**config.mk**
```make
export PLATFORM = sky130hd
export DESIGN_NAME = vop_pad_ctrl
export DESIGN_NICKNAME = d
export VERILOG_FILES = /design/src/rtl/vop_pkg.sv /design/src/rtl/vop_strength_decode.sv /design/src/rtl/vop_pad_ctrl.sv
export SDC_FILE = /design/constraint.sdc
export NUM_CORES = 1
export LEC_CHECK = 0
export ABC_AREA = 1
export ABC_CLOCK_PERIOD_IN_PS = 1650
export BUFFER_PORTS_ARGS = -buffer_cell sky130_fd_sc_hd__buf_2
export CAP_MARGIN = 20
export CORE_UTILIZATION = 35
export CTS_BUF_LIST = sky130_fd_sc_hd__clkbuf_4
export CTS_CLUSTER_DIAMETER = 30
export CTS_CLUSTER_SIZE = 28
export DETAILED_ROUTE_END_ITERATION = 6
export GPL_TIMING_DRIVEN = 0
export PLACE_DENSITY = 0.69
export SLEW_MARGIN = 30
export SYNTH_ARGS = -nofsm -noshare
export SYNTH_HDL_FRONTEND = slang
export SYNTH_SLANG_ARGS = --single-unit
```
**constraint.sdc**
```tcl
create_clock -name clk -period 1.65 [get_ports clk]
set_input_delay 0.0825 -clock clk [delete_from_list [all_inputs] [get_ports clk]]
set_output_delay 0.0825 -clock clk [all_outputs]
set_load 0.05 [all_outputs]
```
**src/rtl/vop_pkg.sv**
```systemverilog
/*
  Shared constants for the video output pad control block: register
  addresses, field positions, reset values and pad group indices.
  Assumes one clock domain (clk, 10 MHz) and byte-wide register access
  from the serial control port logic.
*/
package vop_pkg;

  // register addresses on the serial control port
  localparam logic [7:0] ADDR_XFER_CFG = 8'hf1;
  localparam logic [7:0] ADDR_GROUP_OE = 8'hf2;
  localparam logic [7:0] ADDR_STR_FAST = 8'hf8;
  localparam logic [7:0] ADDR_STR_SLOW = 8'hf9;

  // transfer configuration fields
  localparam int XFER_ASYNC_BIT = 0;
  localparam int XFER_FALL_BIT = 2;

  // group output enable fields
  localparam int GOE_REF_BIT = 0;
  localparam int GOE_PA_BIT = 1;
  localparam int GOE_PB_BIT = 2;
  localparam int GOE_PC_BIT = 3;
  localparam int GOE_KEY_BIT = 4;
  localparam logic [7:0] GOE_USED_MASK = 8'h1f;

  // strength register fields
  localparam int STR_LO_POS = 0;
  localparam int STR_MID_POS = 3;
  localparam int STR_TOP_POS = 6;
  localparam int STR_W = 3;

  // reset values
  localparam logic [7:0] XFER_CFG_RST = 8'h00;
  localparam logic [7:0] GROUP_OE_RST = 8'h1f;
  localparam logic [7:0] STR_FAST_RST = 8'h24;
  localparam logic [7:0] STR_SLOW_RST = 8'h24;

  // pad buffers per output pad
  localparam int PAD_BUFS = 8;

  // pad groups
  localparam int G_PCLK = 0;
  localparam int G_REF = 1;
  localparam int G_FLAG = 2;
  localparam int G_PA = 3;
  localparam int G_PB = 4;
  localparam int G_PC = 5;
  localparam int G_KEY = 6;
  localparam int NGRP = 7;

  // pixel clock divider in synchronous mode: one toggle per rising clk edge
  localparam int SYNC_DIV = 1;

  typedef enum logic [1:0] {
    VOP_TAP_NORMAL = 2'b00,
    VOP_TAP_BSCAN = 2'b01,
    VOP_TAP_HIGHZ = 2'b10
  } vop_tap_mode_t;

endpackage

```
**src/rtl/vop_strength_decode.sv**
```systemverilog
/*
  Turns a 3-bit pad strength code into the enables of the eight
  parallel buffers of one pad.
  Assumes the code is stable register state; purely combinational.
*/
`timescale 1ns/1ps
module vop_strength_decode
  import vop_pkg::*;
(
  input wire logic [STR_W-1:0] code,
  output logic [PAD_BUFS-1:0] bufEn
);

  genvar b;
  generate
    for (b = 0; b < PAD_BUFS; b++) begin : g_buf
      // code n lights buffers 0..n, so n+1 of them
      assign bufEn[b] = (b <= int'(code));
    end
  endgenerate

endmodule

```
**src/rtl/vop_pad_ctrl.sv**
```systemverilog
/*
  Video output pad control: pixel clock handling in synchronous and
  asynchronous transfer mode, output data registers, per-group pad
  strength and the tristate priority of the digital outputs.
  Assumes register writes arrive from the serial control port logic on
  clk, the boundary-scan controller state comes from logic on clk, and
  the pixel clock, chip clear and video enable pins are asynchronous.
*/
// Behaviour
// - in asynchronous mode the pixel clock pad is an input driven by the receiver
// - asynchronous data follows the rising or falling pixel clock edge per one bit
// - only one pixel clock edge per transfer, never both
// - double clock mode: each word takes one full pixel clock cycle
// - each pad is eight equal parallel buffers, code selects how many enabled
// - strength code n enables n plus one buffers
// - fast register: low bits port A, middle bits pixel clock and FIFO flags
// - pixel clock strength is middle field ORed with top bits shifted left one
// - slow register: low bits port B, middle bits reference and key pads
// - boundary scan overrides all; under EXTEST or CLAMP follow scan enables
// - boundary scan HIGHZ floats every output
// - chip clear low floats every output except scan data out
// - group bit clear floats outputs but pixel clock drives; set drives refs and flags
// - group register has separate enables for ports A, B, C and key; references and flags share one bit
// - video enable pin low drives data ports and key, high floats them
`timescale 1ns/1ps
module vop_pad_ctrl
  import vop_pkg::*;
(
  input wire logic clk,
  input wire logic reset,
  // register port from serial control logic
  input wire logic regWrite,
  input wire logic [7:0] regAddr,
  input wire logic [7:0] regWrData,
  output logic [7:0] regRdData,
  output logic regHit,
  // boundary-scan controller state
  input wire logic [1:0] tapMode,
  input wire logic [NGRP-1:0] bsDrive,
  // pins sampled from outside
  input wire logic chip_clear_n,
  input wire logic videoOe_n,
  // pixel clock pad
  input wire logic pixelTransferClockIn,
  output logic pixelTransferClockOut,
  output logic pixelTransferClockOe_n,
  // upstream pixel source
  input wire logic srcValid,
  input wire logic [7:0] srcPortA,
  input wire logic [7:0] srcPortB,
  input wire logic [7:0] srcPortC,
  input wire logic srcKey,
  input wire logic srcLineRef,
  input wire logic srcFieldRef,
  input wire logic srcPixelQual,
  input wire logic srcFifoEmpty,
  input wire logic srcFifoHalf,
  output logic srcTake,
  // output pads
  output logic [7:0] portA,
  output logic [7:0] portB,
  output logic [7:0] portC,
  output logic keyOut,
  output logic lineRef,
  output logic fieldRef,
  output logic pixelQualifier,
  output logic fifoEmptyFlag,
  output logic fifoHalfFullFlag,
  output logic [NGRP-1:0] groupOe_n,
  output logic [NGRP*PAD_BUFS-1:0] groupBufEn
);

  logic [7:0] xferCfg_ff;
  logic [7:0] groupOe_ff;
  logic [7:0] strFast_ff;
  logic [7:0] strSlow_ff;

  logic clearMeta_ff;
  logic clearSync_ff;
  logic oeMeta_ff;
  logic oeSync_ff;
  logic pclkMeta_ff;
  logic pclkSync_ff;
  logic pclkPrev_ff;
  logic syncPclk_ff;

  logic [7:0] portA_ff;
  logic [7:0] portB_ff;
  logic [7:0] portC_ff;
  logic key_ff;
  logic lineRef_ff;
  logic fieldRef_ff;
  logic pixQual_ff;
  logic fifoEmpty_ff;
  logic fifoHalf_ff;

  // register decode
  wire selXfer = (regAddr == ADDR_XFER_CFG);
  wire selGroup = (regAddr == ADDR_GROUP_OE);
  wire selFast = (regAddr == ADDR_STR_FAST);
  wire selSlow = (regAddr == ADDR_STR_SLOW);

  always_ff @(posedge clk) begin
    if (reset) begin
      xferCfg_ff <= XFER_CFG_RST;
      groupOe_ff <= GROUP_OE_RST;
      strFast_ff <= STR_FAST_RST;
      strSlow_ff <= STR_SLOW_RST;
    end else if (regWrite) begin
      if (selXfer) xferCfg_ff <= regWrData;
      if (selGroup) groupOe_ff <= regWrData & GOE_USED_MASK;
      if (selFast) strFast_ff <= regWrData;
      if (selSlow) strSlow_ff <= regWrData;
    end
  end

  assign regHit = selXfer | selGroup | selFast | selSlow;
  assign regRdData = selXfer ? xferCfg_ff :
                     selGroup ? groupOe_ff :
                     selFast ? strFast_ff :
                     selSlow ? strSlow_ff : 8'h00;

  wire asyncMode = xferCfg_ff[XFER_ASYNC_BIT];
  wire useFall = xferCfg_ff[XFER_FALL_BIT];

  // two-stage synchronisers for the asynchronous pins
  always_ff @(posedge clk) begin
    if (reset) begin
      clearMeta_ff <= 1'b0;
      clearSync_ff <= 1'b0;
      oeMeta_ff <= 1'b1;
      oeSync_ff <= 1'b1;
      pclkMeta_ff <= 1'b0;
      pclkSync_ff <= 1'b0;
      pclkPrev_ff <= 1'b0;
    end else begin
      clearMeta_ff <= chip_clear_n;
      clearSync_ff <= clearMeta_ff;
      oeMeta_ff <= videoOe_n;
      oeSync_ff <= oeMeta_ff;
      pclkMeta_ff <= pixelTransferClockIn;
      pclkSync_ff <= pclkMeta_ff;
      pclkPrev_ff <= pclkSync_ff;
    end
  end

  // edge finding on the received pixel clock
  wire pclkRise = pclkSync_ff & ~pclkPrev_ff;
  wire pclkFall = ~pclkSync_ff & pclkPrev_ff;
  // a single selected edge per transfer; the other edge is ignored
  wire asyncEdge = useFall ? pclkFall : pclkRise;

  // synchronous mode: the block makes the pixel clock itself at clk/2
  always_ff @(posedge clk) begin
    if (reset) begin
      syncPclk_ff <= 1'b0;
    end else if (asyncMode) begin
      syncPclk_ff <= 1'b0;
    end else begin
      syncPclk_ff <= ~syncPclk_ff;
    end
  end

  // new data is launched as the generated clock falls, ready for its rise
  wire syncEdge = ~asyncMode & syncPclk_ff;
  // one word per full pixel clock cycle, so a two-word pixel spans two cycles
  wire xferEdge = asyncMode ? asyncEdge : syncEdge;
  wire chipActive = clearSync_ff;
  wire takeNow = xferEdge & srcValid & chipActive;

  assign srcTake = takeNow;

  // output data registers hold their word until a transfer edge takes a valid word while chip clear is high
  always_ff @(posedge clk) begin
    if (reset) begin
      portA_ff <= 8'h00;
      portB_ff <= 8'h00;
      portC_ff <= 8'h00;
      key_ff <= 1'b0;
      pixQual_ff <= 1'b0;
    end else if (takeNow) begin
      portA_ff <= srcPortA;
      portB_ff <= srcPortB;
      portC_ff <= srcPortC;
      key_ff <= srcKey;
      pixQual_ff <= srcPixelQual;
    end
  end

  // sync references and flags move on the same edges; with no valid word they still track
  always_ff @(posedge clk) begin
    if (reset) begin
      lineRef_ff <= 1'b0;
      fieldRef_ff <= 1'b0;
      fifoEmpty_ff <= 1'b1;
      fifoHalf_ff <= 1'b0;
    end else if (xferEdge) begin
      lineRef_ff <= srcLineRef;
      fieldRef_ff <= srcFieldRef;
      fifoEmpty_ff <= srcFifoEmpty;
      fifoHalf_ff <= srcFifoHalf;
    end
  end

  assign portA = portA_ff;
  assign portB = portB_ff;
  assign portC = portC_ff;
  assign keyOut = key_ff;
  assign lineRef = lineRef_ff;
  assign fieldRef = fieldRef_ff;
  assign pixelQualifier = pixQual_ff;
  assign fifoEmptyFlag = fifoEmpty_ff;
  assign fifoHalfFullFlag = fifoHalf_ff;
  assign pixelTransferClockOut = syncPclk_ff;

  // tristate priority, resolved combinationally from current state
  wire tapScan = (tapMode == VOP_TAP_BSCAN);
  wire tapHighz = (tapMode == VOP_TAP_HIGHZ);
  wire videoPinOn = ~oeSync_ff;

  // per-group enable from the group register and the video enable pin
  logic [NGRP-1:0] groupReg;
  logic [NGRP-1:0] pinGated;

  // pixel clock has no group bit: it keeps running while groups float
  assign groupReg[G_PCLK] = 1'b1;
  // references and FIFO flags share one bit
  assign groupReg[G_REF] = groupOe_ff[GOE_REF_BIT];
  assign groupReg[G_FLAG] = groupOe_ff[GOE_REF_BIT];
  assign groupReg[G_PA] = groupOe_ff[GOE_PA_BIT];
  assign groupReg[G_PB] = groupOe_ff[GOE_PB_BIT];
  assign groupReg[G_PC] = groupOe_ff[GOE_PC_BIT];
  assign groupReg[G_KEY] = groupOe_ff[GOE_KEY_BIT];

  // the video enable pin reaches only data ports and key
  assign pinGated[G_PCLK] = 1'b0;
  assign pinGated[G_REF] = 1'b0;
  assign pinGated[G_FLAG] = 1'b0;
  assign pinGated[G_PA] = 1'b1;
  assign pinGated[G_PB] = 1'b1;
  assign pinGated[G_PC] = 1'b1;
  assign pinGated[G_KEY] = 1'b1;

  // in asynchronous mode the pixel clock pad only listens
  logic [NGRP-1:0] roleDrives;
  assign roleDrives = {{(NGRP-1){1'b1}}, ~asyncMode};

  genvar g;
  generate
    for (g = 0; g < NGRP; g++) begin : g_oe
      wire normalDrive = roleDrives[g] & groupReg[g] & (~pinGated[g] | videoPinOn);
      // scan first, then HIGHZ, then chip clear, then group bits and pin
      wire drive = tapScan ? bsDrive[g] :
                   tapHighz ? 1'b0 :
                   ~chipActive ? 1'b0 :
                   normalDrive;
      assign groupOe_n[g] = ~drive;
    end
  endgenerate

  assign pixelTransferClockOe_n = groupOe_n[G_PCLK];

  // strength codes per group
  logic [STR_W-1:0] grpCode [NGRP];
  wire [STR_W-1:0] fastMid = strFast_ff[STR_MID_POS +: STR_W];
  wire [1:0] fastTop = strFast_ff[STR_TOP_POS +: 2];
  wire [STR_W-1:0] slowMid = strSlow_ff[STR_MID_POS +: STR_W];

  // pixel clock gets extra strength from the top bits
  assign grpCode[G_PCLK] = fastMid | {fastTop, 1'b0};
  assign grpCode[G_FLAG] = fastMid;
  assign grpCode[G_PA] = strFast_ff[STR_LO_POS +: STR_W];
  // port C has no field of its own and shares the port B code
  assign grpCode[G_PB] = strSlow_ff[STR_LO_POS +: STR_W];
  assign grpCode[G_PC] = strSlow_ff[STR_LO_POS +: STR_W];
  assign grpCode[G_REF] = slowMid;
  assign grpCode[G_KEY] = slowMid;

  generate
    for (g = 0; g < NGRP; g++) begin : g_str
      // one decoder per pad group
      vop_strength_decode u_dec (
        .code(grpCode[g]),
        .bufEn(groupBufEn[g*PAD_BUFS +: PAD_BUFS])
      );
    end
  endgenerate

endmodule

```
# After elaboration in Yosys (flattened, before gate mapping)
# Cells that the tools add are included.
totals:
  register_bits: 67
  latchBits: 0
  ram_bits: 0
  mem_bits_ro: 0
  inputBits: 62
  mem_count: 0
op_classes:
  addsub: 0
  mul: 0
  n_div: 0
  order_cmp: 35
  eq_ne: 6
  shift: 0
  muxes: 25
  bitwise_logic: 25
  reduce_logical: 5
op_table:
  columns: ["cell", "n"]
  rows:
  - ["$le A3 B3 Y1 const A", 20]
  - ["$eq A8 B8 Y1 const B", 4]
  - ["$mux W8", 4]
  - ["$le A2 B3 Y1 const A", 10]
  - ["$mux W1", 21]
  - ["$le A1 B3 Y1 const A", 5]
  - ["$not A1 Y1", 12]
  - ["$and A1 B1 Y1", 9]
  - ["$reduce_and A2 Y1", 4]
  - ["$or A1 B1 Y1", 3]
  - ["$or A3 B3 Y3", 1]
  - ["$eq A2 B1 Y1 const B", 1]
  - ["$eq A2 B2 Y1 const B", 1]
  - ["$reduce_or A2 Y1", 1]

# Longest topological paths before layout
logic_depth:
  word_depth: 6
  depth_mapped: 8

# Modules after synthesis
# From an unflattened synthesis, not the netlist that was laid out.
hier_totals:
  hier_cells: 589
  area_unflattened_um2: 3679.8
modules_own_cells:
  columns: ["mod", "instances", "cells_each", "area_per_inst_um2", "seq_area_each_um2"]
  rows:
  - ["vop_pad_ctrl", 1, 491, 3268.1, 1341.3]
  - ["vop_strength_decode", 7, 14, 58.8, 0.0]

# Worst setup path after synthesis
# Ideal clock, no wire load.
synth_timing:
  path_kind: "register to output"
  from: "register strSlow_ff[1]"
  to: "output groupBufEn[43]"
  t_arrival_ns: 1.927
  required_ns: 1.567
  path_slack_ns: -0.360
  stages_incl_launch_ff: 4
  path_buffers: 1
  path_cell_list: "dfxtp_1 inv_1 o21ai_0 buf_4"
synth_via:
  elab_chain_cells: 1
synth_rtl:
  columns: ["element", "line_no", "source"]
  rows:
  - ["start: declaration", "vop_pad_ctrl.sv:76", "logic [7:0] strSlow_ff;"]
  - ["start signal: assignment", "vop_pad_ctrl.sv:113", "if (selSlow) strSlow_ff <= regWrData;"]
  - ["$le A2 B3 Y1", null, null]
  - ["end: declaration", "vop_pad_ctrl.sv:70", "output logic [NGRP*PAD_BUFS-1:0] groupBufEn"]
# Every way passes these cells.

# Worst setup path in the final report
layout_timing:
  from: "register xferCfg_ff[0]"
  to: "output srcTake"
layout_via:
  elab_chain_cells: 5
layout_rtl:
  columns: ["element", "line_no", "source"]
  rows:
  - ["start: declaration", "vop_pad_ctrl.sv:73", "logic [7:0] xferCfg_ff;"]
  - ["start signal: assignment", "vop_pad_ctrl.sv:110", "if (selXfer) xferCfg_ff <= regWrData;"]
  - ["$not A1 Y1", "vop_pad_ctrl.sv:165", "wire syncEdge = ~asyncMode & syncPclk_ff;"]
  - ["$and A1 B1 Y1", "vop_pad_ctrl.sv:165", null]
  - ["$mux W1 (*)", "vop_pad_ctrl.sv:167", "wire xferEdge = asyncMode ? asyncEdge : syncEdge;"]
  - ["$and A1 B1 Y1 (*) (2 in series)", "vop_pad_ctrl.sv:169", "wire takeNow = xferEdge & srcValid & chipActive;"]
  - ["end: declaration", "vop_pad_ctrl.sv:58", "output logic srcTake,"]
# Every way passes the cells marked *; elsewhere a longest branch is shown, timed or not.

==> insert_results.sql <==
INSERT INTO impl_metrics (metric_group, metric, value, unit) VALUES
('floorplanning', 'core.rowCount', '37', ''),
('layout', 'num-nets-final', '871', ''),
('power_and_ir_drop', 'power.density', '681', 'nW/um2'),
('setup_path', 'timing.reg2reg.worst_path_depth', '8', ''),
('layout', 'register_area', '1350', 'um2'),
('detailed_routing', 'ant_nets', '0', ''),
('yosys', 'yosysSeqAreaShare', '36.0', '%'),
('layout', 'num_antenna_cells', '0', ''),
('layout', 'layout-drive-gt1-share', '30.0', '%'),
('place', 'placement.io_buffers', '157', ''),
('layout', 'finalCoreUtilization', '52.2', '%'),
('floorplanning', 'floorplan.die_area', '11100', 'um2'),
('cts', 'clock_sinks', '67', ''),
('status', 'status', 'complete, no violations', ''),
('cts', 'tritoncts', 'done', ''),
('sta', 'hold_ws', '0.0416', 'ns'),
('layout', 'n_fill_cell', '1047', ''),
('setup_path', 'worst_r2r_startpoint', 'xferCfg_ff[0]', ''),
('layout', 'layout_commonest_cell', 'sky130_fd_sc_hd__buf_2', ''),
('layout', 'syn2layout_area_growth', '44.6', '%'),
('power_and_ir_drop', 'max-vdd-ir-drop', '0.000411', 'V'),
('global_route', 'number_of_antenna_violations_at_the_first_check_in_global_routing', '0', ''),
('cts', 'cts-root-to-sink-buffers', '2', ''),
('yosys', 'syn-mean-instance-area', '6.32', 'um2'),
('cts', 'clock_latency_at_the_later_pin_of_the_worst_skew_pair', '0.43', 'ns'),
('power_and_ir_drop', 'post-layout-total-power', '3.67', 'mW'),
('place', 'post-dp-hpwl', '7.94', 'mm'),
('detailed_routing', 'drt_drc_violations_left', '0', ''),
('floorplanning', 'floorplan.core_area', '10300', 'um2'),
('setup_path', 'data_required_critical_path', '1.57', 'ns'),
('sta', 'timing.clock.skew', '0.0241', 'ns'),
('setup_path', 'endpoint_of_the_worst_register_to_register_path', 'portC[5]', ''),
('sta', 'max_slew_margin', '61.3', '%'),
('cts', 'htree_levels', '3', ''),
('yosys', 'yosysUniqueCellTypes', '25', ''),
('sta', 'final.period_utilization', '94.7', '%'),
('detailed_routing', 'drt_pre_antenna_iters', '4', ''),
('sta', 'finalCriticalPeriod', '1.56', 'ns'),
('setup_path', 'crit_arrival', '1.48', 'ns'),
('yosys', 'ys_seq_elements', '67', ''),
('setup_path', 'critPathKind', 'reg2out', ''),
('global_route', 'gr-total-overflow', '0', ''),
('yosys', 'ys_warn_count', '0', ''),
('layout', 'mostFrequentLayoutCells', 'sky130_fd_sc_hd__buf_2 (172), sky130_fd_sc_hd__inv_1 (125), sky130_fd_sc_hd__nand2_1 (123)', ''),
('min_path', 'holdPathStages', '5', ''),
('setup_path', 'timing.critical_path.from_type', 'flip-flop', ''),
('setup_path', 'r2r_slack', '0.15', 'ns'),
('sta', 'final.setup.tns', '0', 'ns'),
('floorplanning', 'top_level_ports', '167', ''),
('detailed_routing', 'routedWlPerCell', '11.7', 'um'),
('place', 'dp.cells', '889', ''),
('detailed_routing', 'drt-vias-per-instance', '4.49', ''),
('global_route', 'grt_max_degree', '18', ''),
('yosys', 'netlist_instances', '590', ''),
('layout', 'post_route_insts_no_fill', '950', ''),
('floorplanning', 'floorplan.die.width', '105', 'um'),
('yosys', 'netlist_area_before_placement', '3730', 'um2'),
('min_path', 'holdCritStartpoint', 'regAddr[1]', ''),
('sta', 'report.final.hold_viol_count', '0', ''),
('global_route', 'first_pass_grt_wire_length', '18.3', 'mm'),
('setup_path', 'critical_path.endpoint_type', 'output port', ''),
('detailed_routing', 'drt_iter0_markers', '275', ''),
('min_path', 'min-delay-path-class', 'in2reg', ''),
('sta', 'setup_violations', '0', ''),
('sta', 'slew_violations', '0', ''),
('layout', 'multi_input_comb_area', '1650', 'um2'),
('cts', 'clock-root-buffer', 'sky130_fd_sc_hd__clkbuf_4', ''),
('power_and_ir_drop', 'leakagePower', '2.88', 'nW'),
('global_route', 'grt_usage', '20.6', '%'),
('cts', 'tritoncts_buffers', '9', ''),
('sta', 'worst-slew-pin-transition', '0.581', 'ns'),
('min_path', 'min_to', 'strFast_ff[1]', ''),
('cts', 'clk_slew_on_worst_s_h_paths', '0.11', 'ns'),
('detailed_routing', 'drt_wl_total', '11.1', 'mm'),
('job', 'maxCapViolCount', '0', ''),
('setup_path', 'timing.critical_path.fanout_max', '6', ''),
('detailed_routing', 'vias', '4270', ''),
('sta', 'fmax', '0.640', 'GHz'),
('floorplanning', 'initial_utilization', '36.1', '%'),
('place', 'place_congestion', '0.871', ''),
('global_route', 'grt_pass1_vias', '3856', ''),
('floorplanning', 'chipHeight', '105', 'um');
-- logic make-up after synthesis --
| family | count (synthesis) | share of synthesized area, % |
|---|---|---|
| flip-flops | 67 | 36.0 |
| other | 1 | 0.101 |
| AO/OA/AOI/OAI | 28 | 3.96 |
| AND/OR/NAND/NOR | 308 | 38.3 |
| buffers and inverters | 186 | 21.7 |
-- area by class of cell --
class                           instances  area share, %
Timing Repair Buffer                  203           22.9
Clock buffer                            9           1.25
Sequential cell                        67           24.9
Buffer                                 57           5.99
Tap cell                              136           3.16
Inverter                              128           8.93
Clock inverter                          7           2.14
Multi-Input combinational cell        343           30.7
-- critical path, stage by stage (launching register included) --
cell	delay, ns
sky130_fd_sc_hd__dfxtp_2	0.37
sky130_fd_sc_hd__or2_1	0.22
sky130_fd_sc_hd__buf_2	0.16
sky130_fd_sc_hd__nand3_4	0.09
sky130_fd_sc_hd__inv_1	0.04
sky130_fd_sc_hd__buf_4	0.18
-- worst max path at each step --
stage	end	slack, ns	cells after the start	from
after floorplan	groupBufEn[3]	-0.004	2	strFast_ff[4]
after global placement	regRdData[0]	0.09	8	regAddr[2]
after detailed placement	regRdData[1]	0.11	8	regAddr[2]
after CTS	groupOe_n[4]	0.01	4	chipActive
after global routing	regRdData[0]	-0.004	8	regAddr[2]
final	srcTake	0.09	5	xferCfg_ff[0]
-- sequential cells by signal (all words and copies together), names as in the netlist, 5 cells and up --
name        cells
portC           8
xferCfg_ff      8
strFast_ff      8
groupOe_ff      5
strSlow_ff      8
portA           8
portB           8
-- metrics by stage --
| step | area [um2] | worst slack, ns |
|---|---|---|
| finish | 5390 | 0.0874 |
| global route | 5390 | -0.00421 |
| CTS | 5320 | 0.0102 |
| detailed placement | 4720 | 0.113 |
| global placement | 4720 | 0.0882 |
| floorplan | 3760 | -0.00408 |
-- report_power, final --
group          total [mW]  internal, mW  leakage, nW  switching [mW]
clock network        1.41         0.764       0.0940           0.650
logic               0.599         0.219         2.25           0.380
registers            1.66          1.64        0.544          0.0143
total                3.67          2.63         2.88            1.04
-- what timing repair did --
item	CTS	global route
hold buffers	41	0
buffers inserted	1	4
pin swaps	1	1
resized for setup	4	14
gates cloned	0	0
hold endpoints to repair	52	0
endpoints found under the setup margin	1	19
-- cell usage after synthesis --
cell type / number / area [um2]
sky130_fd_sc_hd__inv_1: 125 / 469
sky130_fd_sc_hd__nand2_1: 123 / 462
sky130_fd_sc_hd__dfxtp_1: 67 / 1340
sky130_fd_sc_hd__nor2_1: 66 / 248
sky130_fd_sc_hd__nand4_1: 52 / 325
sky130_fd_sc_hd__nand3_1: 51 / 255
sky130_fd_sc_hd__buf_4: 24 / 180
sky130_fd_sc_hd__a21oi_1: 17 / 85.1
sky130_fd_sc_hd__clkbuf_1: 17 / 63.8
sky130_fd_sc_hd__buf_2: 16 / 80.1
sky130_fd_sc_hd__o21ai_0: 8 / 40.0
sky130_fd_sc_hd__nor3b_1: 4 / 30.0
sky130_fd_sc_hd__o211ai_1: 3 / 22.5
sky130_fd_sc_hd__inv_2: 2 / 7.51
sky130_fd_sc_hd__nand3_2: 2 / 20.0
sky130_fd_sc_hd__nor2_2: 2 / 12.5
sky130_fd_sc_hd__nor3_1: 2 / 10.0
sky130_fd_sc_hd__or2_2: 2 / 12.5
sky130_fd_sc_hd__buf_1: 1 / 3.75
sky130_fd_sc_hd__clkinv_1: 1 / 3.75
sky130_fd_sc_hd__conb_1: 1 / 3.75
sky130_fd_sc_hd__nand3_4: 1 / 17.5
sky130_fd_sc_hd__nor2_4: 1 / 11.3
sky130_fd_sc_hd__nor3_4: 1 / 16.3
sky130_fd_sc_hd__or2_1: 1 / 6.26
-- per-layer routing --
layer | track usage (%) | share of wire (%) | vias to the layer above
li1 | - | - | 2229
met1 | 26.8 | 45 | 1862
met2 | 33.6 | 46 | 159
met3 | 4.18 | 7.0 | 20
met4 | 6.94 | 2.2 | 0
met5 | 0 | 0 | -
Note: power is estimated with default switching activity, not from simulation.
